`config.mk`:
```
export PLATFORM = sky130hd
export DESIGN_NAME = ir_carrier_irq_dma_config
export DESIGN_NICKNAME = d
export VERILOG_FILES = /design/src/hdl/ir_cfg_pkg.sv /design/src/hdl/ir_carrier_irq_dma_config.sv
export SDC_FILE = /design/constraint.sdc
export NUM_CORES = 1
export LEC_CHECK = 0
export BUFFER_PORTS_ARGS = -buffer_cell sky130_fd_sc_hd__buf_2
export CAP_MARGIN = 20
export CORE_MARGIN = 4
export CORE_UTILIZATION = 49
export CTS_CLUSTER_DIAMETER = 60
export DETAILED_ROUTE_END_ITERATION = 10
export PLACE_DENSITY_LB_ADDON = 0.15
export SKIP_CTS_REPAIR_TIMING = 1
export SYNTH_ARGS = -nofsm -noshare
export SYNTH_HDL_FRONTEND = slang
export SYNTH_SLANG_ARGS = --single-unit
```
`constraint.sdc`:
```
create_clock -name clock -period 5 [get_ports clock]
set_clock_uncertainty 0.15 [all_clocks]
set_input_delay 0.5 -clock clock [delete_from_list [all_inputs] [get_ports clock]]
set_output_delay 0.5 -clock clock [all_outputs]
set_load 0.01 [all_outputs]
```
`src/hdl/ir_cfg_pkg.sv`:
```
// Purpose: constants and carriers for the infrared carrier, interrupt and DMA configuration bank
// Assumes: register index = bank * 16 + printed offset, byte address = index * 4
// Notes: all reset values, offsets and single-bit field positions live here
package ir_cfg_pkg;

  // ******
  // register indices (byte address is four times these)
  // ******
  localparam logic [7:0] BANK1_BASE = 8'h10;
  localparam logic [7:0] BANK2_BASE = 8'h20;
  localparam logic [7:0] CARRIER_CONFIG_OFS = 8'h0A;
  localparam logic [7:0] RX_DEMOD_CONFIG_OFS = 8'h0B;
  localparam logic [7:0] TX_MOD_CONFIG_OFS = 8'h0C;
  localparam logic [7:0] CLOCK_PRESCALER_OFS = 8'h0A;
  localparam logic [7:0] INTERRUPT_CONFIG_OFS = 8'h0B;
  localparam logic [7:0] DMA_CHANNEL_SELECT_OFS = 8'h0C;
  localparam logic [7:0] CARRIER_CONFIG_IDX = BANK1_BASE + CARRIER_CONFIG_OFS;
  localparam logic [7:0] RX_DEMOD_CONFIG_IDX = BANK1_BASE + RX_DEMOD_CONFIG_OFS;
  localparam logic [7:0] TX_MOD_CONFIG_IDX = BANK1_BASE + TX_MOD_CONFIG_OFS;
  localparam logic [7:0] CLOCK_PRESCALER_IDX = BANK2_BASE + CLOCK_PRESCALER_OFS;
  localparam logic [7:0] INTERRUPT_CONFIG_IDX = BANK2_BASE + INTERRUPT_CONFIG_OFS;
  localparam logic [7:0] DMA_CHANNEL_SELECT_IDX = BANK2_BASE + DMA_CHANNEL_SELECT_OFS;
  localparam logic [7:0] ROUTING_STATUS_IDX = 8'h40;

  // ******
  // reset values
  // ******
  localparam logic [6:0] CARRIER_CONFIG_RST = 7'h00;
  localparam logic [5:0] RX_DEMOD_CONFIG_RST = 6'h00;
  localparam logic [7:0] TX_MOD_CONFIG_RST = 8'h00;
  localparam logic [5:0] CLOCK_PRESCALER_RST = 6'h1A;
  localparam logic [7:0] INTERRUPT_CONFIG_RST = 8'h01;
  localparam logic [6:0] DMA_CHANNEL_SELECT_RST = 7'h00;

  // ******
  // field positions
  // ******
  localparam int RX_RANGE_BIT = 4;
  localparam int TX_RANGE_BIT = 2;
  localparam int DMA_ENABLE_BIT = 6;
  localparam int FIFO_RESET_BIT = 7;
  localparam int IRQ_MODE_BIT = 6;
  localparam int IRQ_POLARITY_BIT = 7;
  localparam int IRQ_LINES = 16;
  localparam int DMA_PAIRS = 3;

  // one-hot pair select codes
  localparam logic [2:0] DMA_SEL_PAIR0 = 3'h1;
  localparam logic [2:0] DMA_SEL_PAIR1 = 3'h2;
  localparam logic [2:0] DMA_SEL_PAIR3 = 3'h4;

  // ******
  // carriers
  // ******
  typedef struct packed {
    logic valid;
    logic [9:0] centreKhz;
    logic [7:0] deltaKhz;
  } rx_carrier_t;

  typedef struct packed {
    logic freqValid;
    logic [9:0] freqKhz;
    logic widthValid;
    logic [13:0] widthNs;
  } tx_carrier_t;

  typedef struct packed {
    logic [3:0] threshold;
    logic totemPole;
    logic activeLow;
    logic [4:0] line;
  } irq_route_t;

endpackage

```
`src/hdl/ir_carrier_irq_dma_config.sv`:
```
// Purpose: APB register bank setting infrared carriers, prescaler, interrupt and DMA routing
// Assumes: refTick, irqEvent, rxActive and DMA requests come from logic on clock; dack pins are async
// Notes: zero-wait APB slave, read data is captured in the setup cycle
`timescale 1ns/1ps

// Summary of operation
// low receive range: centre codes 0-7 give 25 to 60 kHz in 5 kHz steps
// high receive range: centre codes 0,1,2 give 400, 450, 480 kHz
// demod register holds delta in bits 5-4, centre in 3-0, reset zero
// low transmit range: codes 0 to 26 give 30 to 56 kHz, others invalid
// high transmit range: codes 0-3 give 400/450/480/500 kHz; width bits 7-5
// pulse width codes 0-3 give 6.0-10.6 us low, 0.7-1.0 us high
// prescaler divides the 48 MHz tick by the 6-bit value
// divisors 1 to 63 supported; value zero gives no output clock
// prescaler value resets to hex 1A
// interrupt channel codes 1-11 route to lines 3-7,9-12,14,15; others none
// interrupt bits 5-4 give status FIFO threshold 1, 4, 7 or 8
// interrupt bit 6: zero open-drain, one totem-pole
// totem-pole bit 7 selects active low; ignored in open-drain
// DMA bits 2-0 choose transmit pair 0, 1 or 3 one-hot
// DMA bits 5-3 choose receive pair with the same coding
// both directions on one pair: that pair's output goes high impedance
// host gives separate pairs in UART use, may share in infrared
// DMA bit 6 enables requests on the selected pair, resets zero
// writing one to DMA bit 7 resets the status FIFO, self clearing
// carrier bit 4 selects receive range low or high
// carrier bit 2 selects transmit range low or high
// DMA select codes other than one-hot leave that direction with no pair
module ir_carrier_irq_dma_config #(
  parameter int PRESC_WIDTH = 6
) (
  input wire logic clock,
  input wire logic rst,
  input wire logic psel,
  input wire logic penable,
  input wire logic pwrite,
  input wire logic [11:0] paddr,
  input wire logic [31:0] pwdata,
  output logic [31:0] prdata,
  output logic pready,
  output logic pslverr,
  input wire logic rxActive,
  input wire logic refTick,
  output logic prescTick,
  output ir_cfg_pkg::rx_carrier_t rxCarrier,
  output ir_cfg_pkg::tx_carrier_t txCarrier,
  output logic [1:0] modulationMode,
  output logic statusFifoReset,
  output logic [3:0] statusThreshold,
  input wire logic irqEvent,
  output logic [ir_cfg_pkg::IRQ_LINES-1:0] irqOut,
  output logic [ir_cfg_pkg::IRQ_LINES-1:0] irqOe_n,
  input wire logic txDmaReq,
  input wire logic rxDmaReq,
  output logic [ir_cfg_pkg::DMA_PAIRS-1:0] drqOut,
  output logic [ir_cfg_pkg::DMA_PAIRS-1:0] drqOe_n,
  input wire logic [ir_cfg_pkg::DMA_PAIRS-1:0] dackIn_n,
  output logic txDack,
  output logic rxDack
);

  // ******
  // bus decode
  // ******
  logic [6:0] carrierCfg_reg;
  logic [5:0] rxDemod_reg;
  logic [7:0] txMod_reg;
  logic [PRESC_WIDTH-1:0] presc_reg;
  logic [7:0] irqCfg_reg;
  logic [6:0] dmaSel_reg;
  logic fifoReset_reg;
  logic [7:0] regIdx;
  logic mapped;
  logic wrEn;
  logic [31:0] readData;
  logic [31:0] routingStatus;
  assign regIdx = paddr[9:2];
  assign mapped = (paddr[1:0] == 2'h0) && (paddr[11:10] == 2'h0) &&
                  (regIdx inside {ir_cfg_pkg::CARRIER_CONFIG_IDX, ir_cfg_pkg::RX_DEMOD_CONFIG_IDX,
                   ir_cfg_pkg::TX_MOD_CONFIG_IDX, ir_cfg_pkg::CLOCK_PRESCALER_IDX, ir_cfg_pkg::INTERRUPT_CONFIG_IDX,
                   ir_cfg_pkg::DMA_CHANNEL_SELECT_IDX, ir_cfg_pkg::ROUTING_STATUS_IDX});
  assign wrEn = psel && penable && pwrite && mapped;
  assign pready = 1'b1;
  assign pslverr = psel && penable && !mapped;

  // ******
  // registers
  // ******
  always_ff @(posedge clock or posedge rst) begin
    if (rst) begin
      carrierCfg_reg <= ir_cfg_pkg::CARRIER_CONFIG_RST;
      rxDemod_reg <= ir_cfg_pkg::RX_DEMOD_CONFIG_RST;
      txMod_reg <= ir_cfg_pkg::TX_MOD_CONFIG_RST;
      presc_reg <= PRESC_WIDTH'(ir_cfg_pkg::CLOCK_PRESCALER_RST);
      irqCfg_reg <= ir_cfg_pkg::INTERRUPT_CONFIG_RST;
      dmaSel_reg <= ir_cfg_pkg::DMA_CHANNEL_SELECT_RST;
    end else if (wrEn) begin
      case (regIdx)
        ir_cfg_pkg::CARRIER_CONFIG_IDX: carrierCfg_reg <= pwdata[6:0];
        ir_cfg_pkg::RX_DEMOD_CONFIG_IDX: rxDemod_reg <= pwdata[5:0];
        ir_cfg_pkg::TX_MOD_CONFIG_IDX: txMod_reg <= pwdata[7:0];
        ir_cfg_pkg::CLOCK_PRESCALER_IDX: presc_reg <= pwdata[PRESC_WIDTH-1:0];
        ir_cfg_pkg::INTERRUPT_CONFIG_IDX: irqCfg_reg <= pwdata[7:0];
        ir_cfg_pkg::DMA_CHANNEL_SELECT_IDX: dmaSel_reg <= pwdata[6:0];
        default: ;
      endcase
    end
  end
  // one-cycle pulse; the bit never stores, so it reads back zero
  always_ff @(posedge clock or posedge rst) begin
    if (rst) begin
      fifoReset_reg <= 1'b0;
    end else begin
      fifoReset_reg <= wrEn && (regIdx == ir_cfg_pkg::DMA_CHANNEL_SELECT_IDX) &&
                       pwdata[ir_cfg_pkg::FIFO_RESET_BIT];
    end
  end
  assign statusFifoReset = fifoReset_reg;
  // interrupt and DMA selects are write only and read as zero
  always_comb begin
    readData = 32'h0000_0000;
    case (regIdx)
      ir_cfg_pkg::CARRIER_CONFIG_IDX: readData = {24'h00_0000, rxActive, carrierCfg_reg};
      ir_cfg_pkg::RX_DEMOD_CONFIG_IDX: readData = {26'h000_0000, rxDemod_reg};
      ir_cfg_pkg::TX_MOD_CONFIG_IDX: readData = {24'h00_0000, txMod_reg};
      ir_cfg_pkg::CLOCK_PRESCALER_IDX: readData = {{(32-PRESC_WIDTH){1'b0}}, presc_reg};
      ir_cfg_pkg::ROUTING_STATUS_IDX: readData = routingStatus;
      default: readData = 32'h0000_0000;
    endcase
  end
  // captured in setup so access data comes from a flop
  always_ff @(posedge clock or posedge rst) begin
    if (rst) begin
      prdata <= 32'h0000_0000;
    end else if (psel && !penable) begin
      prdata <= (mapped && !pwrite) ? readData : 32'h0000_0000;
    end
  end

  // ******
  // receive demodulation lookup
  // ******
  function automatic logic [7:0] lowDelta(input logic [2:0] c, input logic [1:0] d);
    logic [7:0] r;
    r = 8'd2;
    case (d)
      2'h0: r = 8'd2;
      2'h1: r = (c < 3'h2) ? 8'd4 : (c < 3'h4) ? 8'd5 : (c < 3'h7) ? 8'd8 : 8'd10;
      2'h2: r = (c < 3'h2) ? 8'd6 : (c == 3'h2) ? 8'd8 : (c == 3'h3) ? 8'd10 : 8'd15;
      default: r = (c == 3'h0) ? 8'd8 : (c < 3'h3) ? 8'd10 : (c == 3'h3) ? 8'd15 : (c < 3'h7) ? 8'd20 : 8'd25;
    endcase
    return r;
  endfunction
  function automatic logic [7:0] highDelta(input logic [1:0] c, input logic [1:0] d);
    logic [7:0] r;
    r = 8'd20;
    case (d)
      2'h0: r = 8'd20;
      2'h1: r = 8'd50;
      2'h2: r = (c == 2'h2) ? 8'd120 : 8'd100;
      default: r = (c == 2'h2) ? 8'd200 : 8'd150;
    endcase
    return r;
  endfunction
  logic rxHigh;
  logic [3:0] centreCode;
  logic [1:0] deltaCode;
  assign rxHigh = carrierCfg_reg[ir_cfg_pkg::RX_RANGE_BIT];
  assign centreCode = rxDemod_reg[3:0];
  assign deltaCode = rxDemod_reg[5:4];
  always_ff @(posedge clock or posedge rst) begin
    if (rst) begin
      rxCarrier <= '0;
    end else if (rxHigh) begin
      rxCarrier.valid <= centreCode < 4'h3;
      rxCarrier.centreKhz <= (centreCode == 4'h0) ? 10'd400 : (centreCode == 4'h1) ? 10'd450 : 10'd480;
      rxCarrier.deltaKhz <= highDelta(centreCode[1:0], deltaCode);
    end else begin
      rxCarrier.valid <= centreCode < 4'h8;
      rxCarrier.centreKhz <= 10'd25 + 10'(centreCode[2:0]) * 10'd5;
      rxCarrier.deltaKhz <= lowDelta(centreCode[2:0], deltaCode);
    end
  end

  // ******
  // transmit modulation lookup
  // ******
  logic txHigh;
  logic [4:0] freqCode;
  logic [2:0] widthCode;
  assign txHigh = carrierCfg_reg[ir_cfg_pkg::TX_RANGE_BIT];
  assign freqCode = txMod_reg[4:0];
  assign widthCode = txMod_reg[7:5];
  assign modulationMode = carrierCfg_reg[1:0];
  always_ff @(posedge clock or posedge rst) begin
    if (rst) begin
      txCarrier <= '0;
    end else if (txHigh) begin
      txCarrier.freqValid <= freqCode < 5'h04;
      case (freqCode[1:0])
        2'h0: txCarrier.freqKhz <= 10'd400;
        2'h1: txCarrier.freqKhz <= 10'd450;
        2'h2: txCarrier.freqKhz <= 10'd480;
        default: txCarrier.freqKhz <= 10'd500;
      endcase
      txCarrier.widthValid <= widthCode < 3'h4;
      txCarrier.widthNs <= 14'd700 + 14'(widthCode[1:0]) * 14'd100;
    end else begin
      txCarrier.freqValid <= freqCode <= 5'h1A;
      txCarrier.freqKhz <= 10'd30 + 10'(freqCode);
      txCarrier.widthValid <= widthCode < 3'h4;
      case (widthCode[1:0])
        2'h0: txCarrier.widthNs <= 14'd6000;
        2'h1: txCarrier.widthNs <= 14'd7000;
        2'h2: txCarrier.widthNs <= 14'd9000;
        default: txCarrier.widthNs <= 14'd10600;
      endcase
    end
  end

  // ******
  // prescaler
  // ******
  logic [PRESC_WIDTH-1:0] prescCount_reg;
  logic prescTick_reg;
  always_ff @(posedge clock or posedge rst) begin
    if (rst) begin
      prescCount_reg <= '0;
      prescTick_reg <= 1'b0;
    end else if (presc_reg == '0) begin
      prescCount_reg <= '0;
      prescTick_reg <= 1'b0;
    end else if (refTick) begin
      if (prescCount_reg + PRESC_WIDTH'(1) >= presc_reg) begin
        prescCount_reg <= '0;
        prescTick_reg <= 1'b1;
      end else begin
        prescCount_reg <= prescCount_reg + PRESC_WIDTH'(1);
        prescTick_reg <= 1'b0;
      end
    end else begin
      prescTick_reg <= 1'b0;
    end
  end
  assign prescTick = prescTick_reg;

  // ******
  // interrupt routing
  // ******
  ir_cfg_pkg::irq_route_t irqRoute;
  always_comb begin
    irqRoute.totemPole = irqCfg_reg[ir_cfg_pkg::IRQ_MODE_BIT];
    irqRoute.activeLow = irqCfg_reg[ir_cfg_pkg::IRQ_POLARITY_BIT];
    case (irqCfg_reg[5:4])
      2'h0: irqRoute.threshold = 4'd1;
      2'h1: irqRoute.threshold = 4'd4;
      2'h2: irqRoute.threshold = 4'd7;
      default: irqRoute.threshold = 4'd8;
    endcase
    case (irqCfg_reg[3:0])
      4'h1: irqRoute.line = 5'd3;
      4'h2: irqRoute.line = 5'd4;
      4'h3: irqRoute.line = 5'd5;
      4'h4: irqRoute.line = 5'd6;
      4'h5: irqRoute.line = 5'd7;
      4'h6: irqRoute.line = 5'd9;
      4'h7: irqRoute.line = 5'd10;
      4'h8: irqRoute.line = 5'd11;
      4'h9: irqRoute.line = 5'd12;
      4'hA: irqRoute.line = 5'd14;
      4'hB: irqRoute.line = 5'd15;
      default: irqRoute.line = 5'h1F; // no line
    endcase
  end
  assign statusThreshold = irqRoute.threshold;
  genvar gi;
  generate
    for (gi = 0; gi < ir_cfg_pkg::IRQ_LINES; gi = gi + 1) begin : irqPin
      always_ff @(posedge clock or posedge rst) begin
        if (rst) begin
          irqOut[gi] <= 1'b0;
          irqOe_n[gi] <= 1'b1;
        end else if (irqRoute.line != 5'(gi)) begin
          irqOut[gi] <= 1'b0;
          irqOe_n[gi] <= 1'b1;
        end else if (irqRoute.totemPole) begin
          irqOut[gi] <= irqEvent ^ irqRoute.activeLow;
          irqOe_n[gi] <= 1'b0;
        end else begin
          // open-drain pulls low only during the event; polarity is ignored
          irqOut[gi] <= 1'b0;
          irqOe_n[gi] <= !irqEvent;
        end
      end
    end
  endgenerate

  // ******
  // DMA routing
  // ******
  logic [2:0] txSel;
  logic [2:0] rxSel;
  logic txSelOk;
  logic rxSelOk;
  logic dmaEnable;
  logic [ir_cfg_pkg::DMA_PAIRS-1:0] dackMeta_reg;
  logic [ir_cfg_pkg::DMA_PAIRS-1:0] dackSync_reg;
  logic [ir_cfg_pkg::DMA_PAIRS-1:0] txOwn;
  logic [ir_cfg_pkg::DMA_PAIRS-1:0] rxOwn;
  assign txSel = dmaSel_reg[2:0];
  assign rxSel = dmaSel_reg[5:3];
  assign dmaEnable = dmaSel_reg[ir_cfg_pkg::DMA_ENABLE_BIT];
  assign txSelOk = $onehot(txSel);
  assign rxSelOk = $onehot(rxSel);
  // acknowledge pins are asynchronous to clock
  always_ff @(posedge clock or posedge rst) begin
    if (rst) begin
      dackMeta_reg <= '1;
      dackSync_reg <= '1;
    end else begin
      dackMeta_reg <= dackIn_n;
      dackSync_reg <= dackMeta_reg;
    end
  end
  generate
    for (gi = 0; gi < ir_cfg_pkg::DMA_PAIRS; gi = gi + 1) begin : dmaPair
      assign txOwn[gi] = txSelOk && txSel[gi];
      assign rxOwn[gi] = rxSelOk && rxSel[gi];
      always_ff @(posedge clock or posedge rst) begin
        if (rst) begin
          drqOut[gi] <= 1'b0;
          drqOe_n[gi] <= 1'b1;
        end else if (txOwn[gi] && rxOwn[gi]) begin
          // a shared pair is released rather than fought over
          drqOut[gi] <= 1'b0;
          drqOe_n[gi] <= 1'b1;
        end else if (txOwn[gi] || rxOwn[gi]) begin
          drqOut[gi] <= dmaEnable && (txOwn[gi] ? txDmaReq : rxDmaReq);
          drqOe_n[gi] <= 1'b0;
        end else begin
          drqOut[gi] <= 1'b0;
          drqOe_n[gi] <= 1'b1;
        end
      end
    end
  endgenerate
  always_ff @(posedge clock or posedge rst) begin
    if (rst) begin
      txDack <= 1'b0;
      rxDack <= 1'b0;
    end else begin
      txDack <= |(txOwn & ~rxOwn & ~dackSync_reg);
      rxDack <= |(rxOwn & ~txOwn & ~dackSync_reg);
    end
  end

  // ******
  // routing status readback
  // ******
  assign routingStatus = {12'h000, |(txOwn & rxOwn), rxSelOk, txSelOk, irqRoute.line, rxCarrier.valid,
                          txCarrier.freqValid, txCarrier.widthValid, presc_reg != '0, irqRoute.threshold,
                          irqRoute.totemPole, irqRoute.activeLow, dmaEnable, rxActive};
endmodule

```
Word-level counts from Yosys, hierarchy flattened

Memory sizes are Yosys's and may differ from the RTL's.
Index checks and enable logic that the tools add are counted.

Word-level logic and storage cells: 254
Register bits after elaboration: 173
Output and inout port bits: 127
Memories: 1
Bits of input ports: 57
Memory bits (read-only): 80

Memory list:

| memory           | words | width | read ports | clocked after Yosys merged registers in | write ports | line                             | text |
|---|---|---|---|---|---|---|---|
| (name not given) | 16    | 5     | 1          | 0                                       | 0           | ir_carrier_irq_dma_config.sv:260 | `case (irqCfg_reg[3:0])` |

Add/sub/neg operators: 8
Order comparisons: 10
Eq/ne operators: 36
Multiplexer cells: 78
Multiply operators: 2
Bitwise operators: 9
Reduce and logical (&&, ||, !) cells: 51

Operators by type and width:

| kind                                                                    | number |
|---|---|
| 20-bit case mux with 5 select lines                                     | 1 |
| 1-bit two-way mux                                                       | 52 |
| 14-bit case mux with 3 select lines                                     | 1 |
| 5-bit by 4-bit inequality test with 1-bit output, second input constant | 8 |
| 32-bit two-way mux                                                      | 1 |
| 26-bit two-way mux                                                      | 1 |
| 8-bit by 5-bit == test with 1-bit output, second input constant         | 3 |
| 8-bit by 6-bit == test with 1-bit output, second input constant         | 3 |
| 6-bit two-way mux                                                       | 4 |
| 8-bit case mux with 3 select lines                                      | 1 |
| 1-bit logical AND                                                       | 22 |
| 7-bit case mux with 3 select lines                                      | 1 |
| 5-bit two-way mux                                                       | 4 |
| 5-bit by 3-bit inequality test with 1-bit output, second input constant | 4 |
| 19-bit two-way mux                                                      | 1 |
| 4-bit two-way mux                                                       | 4 |
| 3-bit bitwise AND                                                       | 5 |
| 5-bit case mux with 3 select lines                                      | 1 |
| 7-bit two-way mux                                                       | 2 |
| 2-bit by 1-bit == test with 1-bit output, second input constant         | 6 |
| 2-bit logical NOT                                                       | 6 |
| 4-bit case mux with 3 select lines                                      | 1 |
| 2-bit AND reduction                                                     | 6 |
| 10-bit by 9-bit adder with 11-bit output, first input constant          | 1 |
| other kinds (34)                                                        | 55 |

Longest topological paths before layout

Depth after elaboration: 8
Depth in mapped cells: 9
Mapped depth without buffers: 9

Worst setup path after synthesis

No wires, ideal clock.

Kind: input port to output port
Start: input port paddr[2]
End: output port pslverr
Required time: 4.350 ns
Setup slack: 2.819 ns
Stages on the path: 6
Path buffers: 1
Arrival: 1.531 ns
Cells stage by stage: buf_6 -> or3b_4 -> nand2_2 -> a41oi_1 -> o21ai_0 -> a21oi_1

Longest elaborated chain between the ends: 5
Elaborated cells between the ends (all ways): 11
Classes of those cells: 7 x eq/ne; 4 x reduce/logical

Ends and longest elaborated chain:

| element                                                          | line                            | text |
|---|---|---|
| start: declaration                                               | ir_carrier_irq_dma_config.sv:37 | `input wire logic [11:0] paddr,` |
| 8-bit by 5-bit == test with 1-bit output (tied with other cells) | ir_carrier_irq_dma_config.sv:79 | `(regIdx inside {ir_cfg_pkg::CARRIER_CONFIG_IDX, ir_cfg_pkg::RX_DEMOD_CONFIG_IDX,` |
| 7-bit nonzero test (*)                                           | ir_carrier_irq_dma_config.sv:79 |  |
| 1-bit logical AND (*)                                            | ir_carrier_irq_dma_config.sv:78 | `assign mapped = (paddr[1:0] == 2'h0) && (paddr[11:10] == 2'h0) &&` |
| 1-bit logical NOT (*)                                            | ir_carrier_irq_dma_config.sv:84 | `assign pslverr = psel && penable && !mapped;` |
| 1-bit logical AND (*)                                            | ir_carrier_irq_dma_config.sv:84 |  |
| end: declaration                                                 | ir_carrier_irq_dma_config.sv:41 | `output logic pslverr,` |

Every way passes the cells marked *; elsewhere a longest branch is shown, timed or not.

Final worst setup path

Ends and elaborated chain as after synthesis.

==> results.tsv <==
stage	metric	value	unit
die	IO Count	184	
synth	Cell Area, Synth	7520	um2
timing	Setup-failing EPs final	0	
clock_tree	H-tree depth	4	
drt	Initial DRT Pass Iterations	5	
drt	post-detailed-route count of antenna-violating nets	0	
clock_tree	Clock Root Buffer	clkbuf_16	
clock_tree	Clock Pin Slew Worst Setup and Hold Paths	0.06	ns
timing	Setup TNS	0	ns
pwr	Power Dens Cells	305	nW/um2
synth	most common cell in the netlist	dfrtp_1	
synth	Synth Area in Adders	9.68	%
global_routing	antenna violations before repair	0	
place	final RePlAce weighted congestion	0.870	
timing	final hold slack	0.0247	ns
place	DP Cell Count	1011	
synth	largest family of logic cells by synthesized area	simple AND/OR/NAND/NOR gates	
critical_path	critical path arrival	1.96	ns
timing	fmax	0.383	GHz
synth	Post-synth top cells	dfrtp_1 (126), nand2_1 (96), ha_1 (55), nor2_1 (54), o21ai_0 (52)	
synth	post-synthesis mux area share	5.26	%
worst_hold_path	hold path start	dackIn_n[0]	
critical_path	startpoint types	input pin	
layout	Fillers	1297	
global_routing	vias in the first global route	5680	
synth	Seq/Total Area, Yosys	52.1	%
die	Die Y	132	um
synth	Synth cell types	68	
timing	RSZ-0062 raised after global routing	false	
synth	Yosys top cell area share	41.9	%
timing	fin crit share	52.2	%
layout	NumNets Final	958	
critical_path	required time of the critical path	4.35	ns
die	core area	15100	um2
drt	Post-Route WL	17600	um
worst_hold_path	Hold EP	dackMeta_reg[0]	
pwr	leak pwr	4.47	nW
layout	layout cells sized above 1	27.4	%
layout	P&R area growth vs syn	18.4	%
global_routing	total grt overflow	0	
global_routing	largest net degree at the start of global routing	114	
drt	routed wire length per instance	16.9	um
clock_tree	Sink Count	155	
synth	simple-gate share of the synthesized area	15.0	%
timing	final max-slew violation count	0	
timing	crit path time final	2.61	ns
synth	Seq cells post-synth	155	
place	Buffers on Ports	142	
synth	cell taking the most area after synthesis	dfrtp_1	
timing	Slew @ Worst Pin	1.02	ns
critical_path	CP endpoint kind	output pin	
worst_hold_path	WHS Path Cells	1	
timing	final worst setup slack	2.39	ns
drt	Starting DRT DRC Count	392	
clock_tree	CTS tree	yes	
timing	Slew Limit Headroom	32.0	%
place	Post-Place Worst Slack	2.34	ns
synth	async set-reset flop share out of synthesis	100	%
drt	Vias	5528	
die	Initial Util	49.6	%
layout	area of the multi-input gates	3220	um2
layout	leading registers by flop count	txCarrier x22, prdata x20, rxCarrier x17	
drt	DRC viols	0	
layout	Post-Layout Cell Count	1045	
critical_path	worst reg2reg path depth	7	
pwr	Worst VDD drop	216	uV
critical_path	worst reg-to-reg setup slack	2.54	ns
synth	Synth Area in Compound Gates	11.0	%
synth	top post-synthesis cells by area	dfrtp_1 (42%), dfstp_2 (10%), ha_1 (9.2%)	
synth	Syn Area/Cell	10.6	um2
timing	final hold vios	0	
die	Die Width	132	um
clock_tree	Max Buffers Root-to-Sink	2	
critical_path	CP Class	input pin to output pin	
layout	diodes inserted	0	
synth	Synth Area in XOR/XNOR	1.05	%
synth	Yosys warnings	0	
place	Post-DP HPWL	12600	um
flow_run	max cap viols	0	
critical_path	r2r endpoint	irqOe_n[2]	
layout	Largest Register	txCarrier	
layout	max FFs per register	22	
place	placed cell areas	8270	um2
synth	Primary FF master, synth	dfrtp_1	
die	number of core rows	45	
outcome	result of the run	finished, final reports clean	
layout	Final Cell Area	8900	um2
critical_path	worst r2r src	irqCfg_reg[0]	
clock_tree	Clock Latency Late Sink	0.42	ns
synth	EDFF count, synth	0	
worst_hold_path	Tightest Hold Check Type	input pin to flop	
synth	Gate Count Post-Synth	708	
layout	Storage cell area	3920	um2
global_routing	first-pass GRT wire length	29200	um
critical_path	crit path max fanout	11	
die	die area	17400	um2
drt	Vias/cell	5.29	
global_routing	total track usage	20.8	%
clock_tree	total CTS buffers	17	
==> per-stage QoR <==
stage / util [%] / power, mW
6_report: 58.8 / 2.71
5_1_grt: 58.8 / 2.82
4_1_cts: 58.5 / 2.74
3_5_place_dp: 54.6 / 1.47
3_3_place_gp: 54.6 / 1.46
2_1_floorplan: - / 1.42
==> layer usage <==
layer	vias to the layer above	GRT usage [%]	wire [um]
met5	-	0	0
met4	0	7.88	404
met3	30	5.73	1030
met2	173	32.9	8310
met1	2693	27.6	7880
li1	2632	-	-
==> final cells by class <==
class / instances / area share, %
tap: 188 / 2.64
sequential: 155 / 44.0
timing repair buffer: 145 / 8.49
clock buffer: 22 / 5.80
multi-input combinational: 478 / 36.2
clock inverter: 10 / 0.857
inverter: 47 / 2.04
==> where the power goes <==
part / switching [mW] / total (mW) / internal [mW]
clock network: 0.526 / 1.27 / 0.739
logic: 0.0967 / 0.150 / 0.0534
registers: 0.0191 / 1.30 / 1.28
==> cells in the final DEF (no fill, tap or decap), types with 11 or more instances in the layout <==
cell	n
inv_1	46
ha_1	55
nor2b_1	14
dfstp_2	29
clkbuf_16	19
nor2_1	54
dfrtp_1	126
conb_1	17
mux2i_1	17
buf_2	142
nand2b_1	11
o21ai_0	52
nand2_1	96
a21oi_1	13
nand3_1	11
mux2_2	11
==> critical path, cell delays in order <==
cell	delay [ns]
buf_2	0.20
or3b_4	0.46
nand2_2	0.08
a41oi_1	0.14
o21ai_0	0.32
a21oi_1	0.11
buf_2	0.15
==> worst max path at each step <==
| stage | slack, ns | depth (start not counted) | start | endpoint |
|---|---|---|---|---|
| after global placement | 2.39 | 5 | paddr[6] | presc_reg[0] |
| after CTS | 2.41 | 7 | paddr[2] | pslverr |
| after global routing | 2.18 | 7 | paddr[5] | pslverr |
| final | 2.39 | 7 | paddr[2] | pslverr |
| after floorplan | 0.22 | 1 | rst | carrierCfg_reg[0] |
| after detailed placement | 2.34 | 5 | paddr[6] | presc_reg[0] |
==> cells by family after synthesis <==
logic type | Yosys count
muxes | 35
and+or+nand+nor | 228
DFF | 155
AOI/OAI and AO/OA | 132
adders and majority gates | 57
other | 2
xor gates and xnor gates | 9
buffers and inverters | 90
Power figures use the tool's default switching activity.
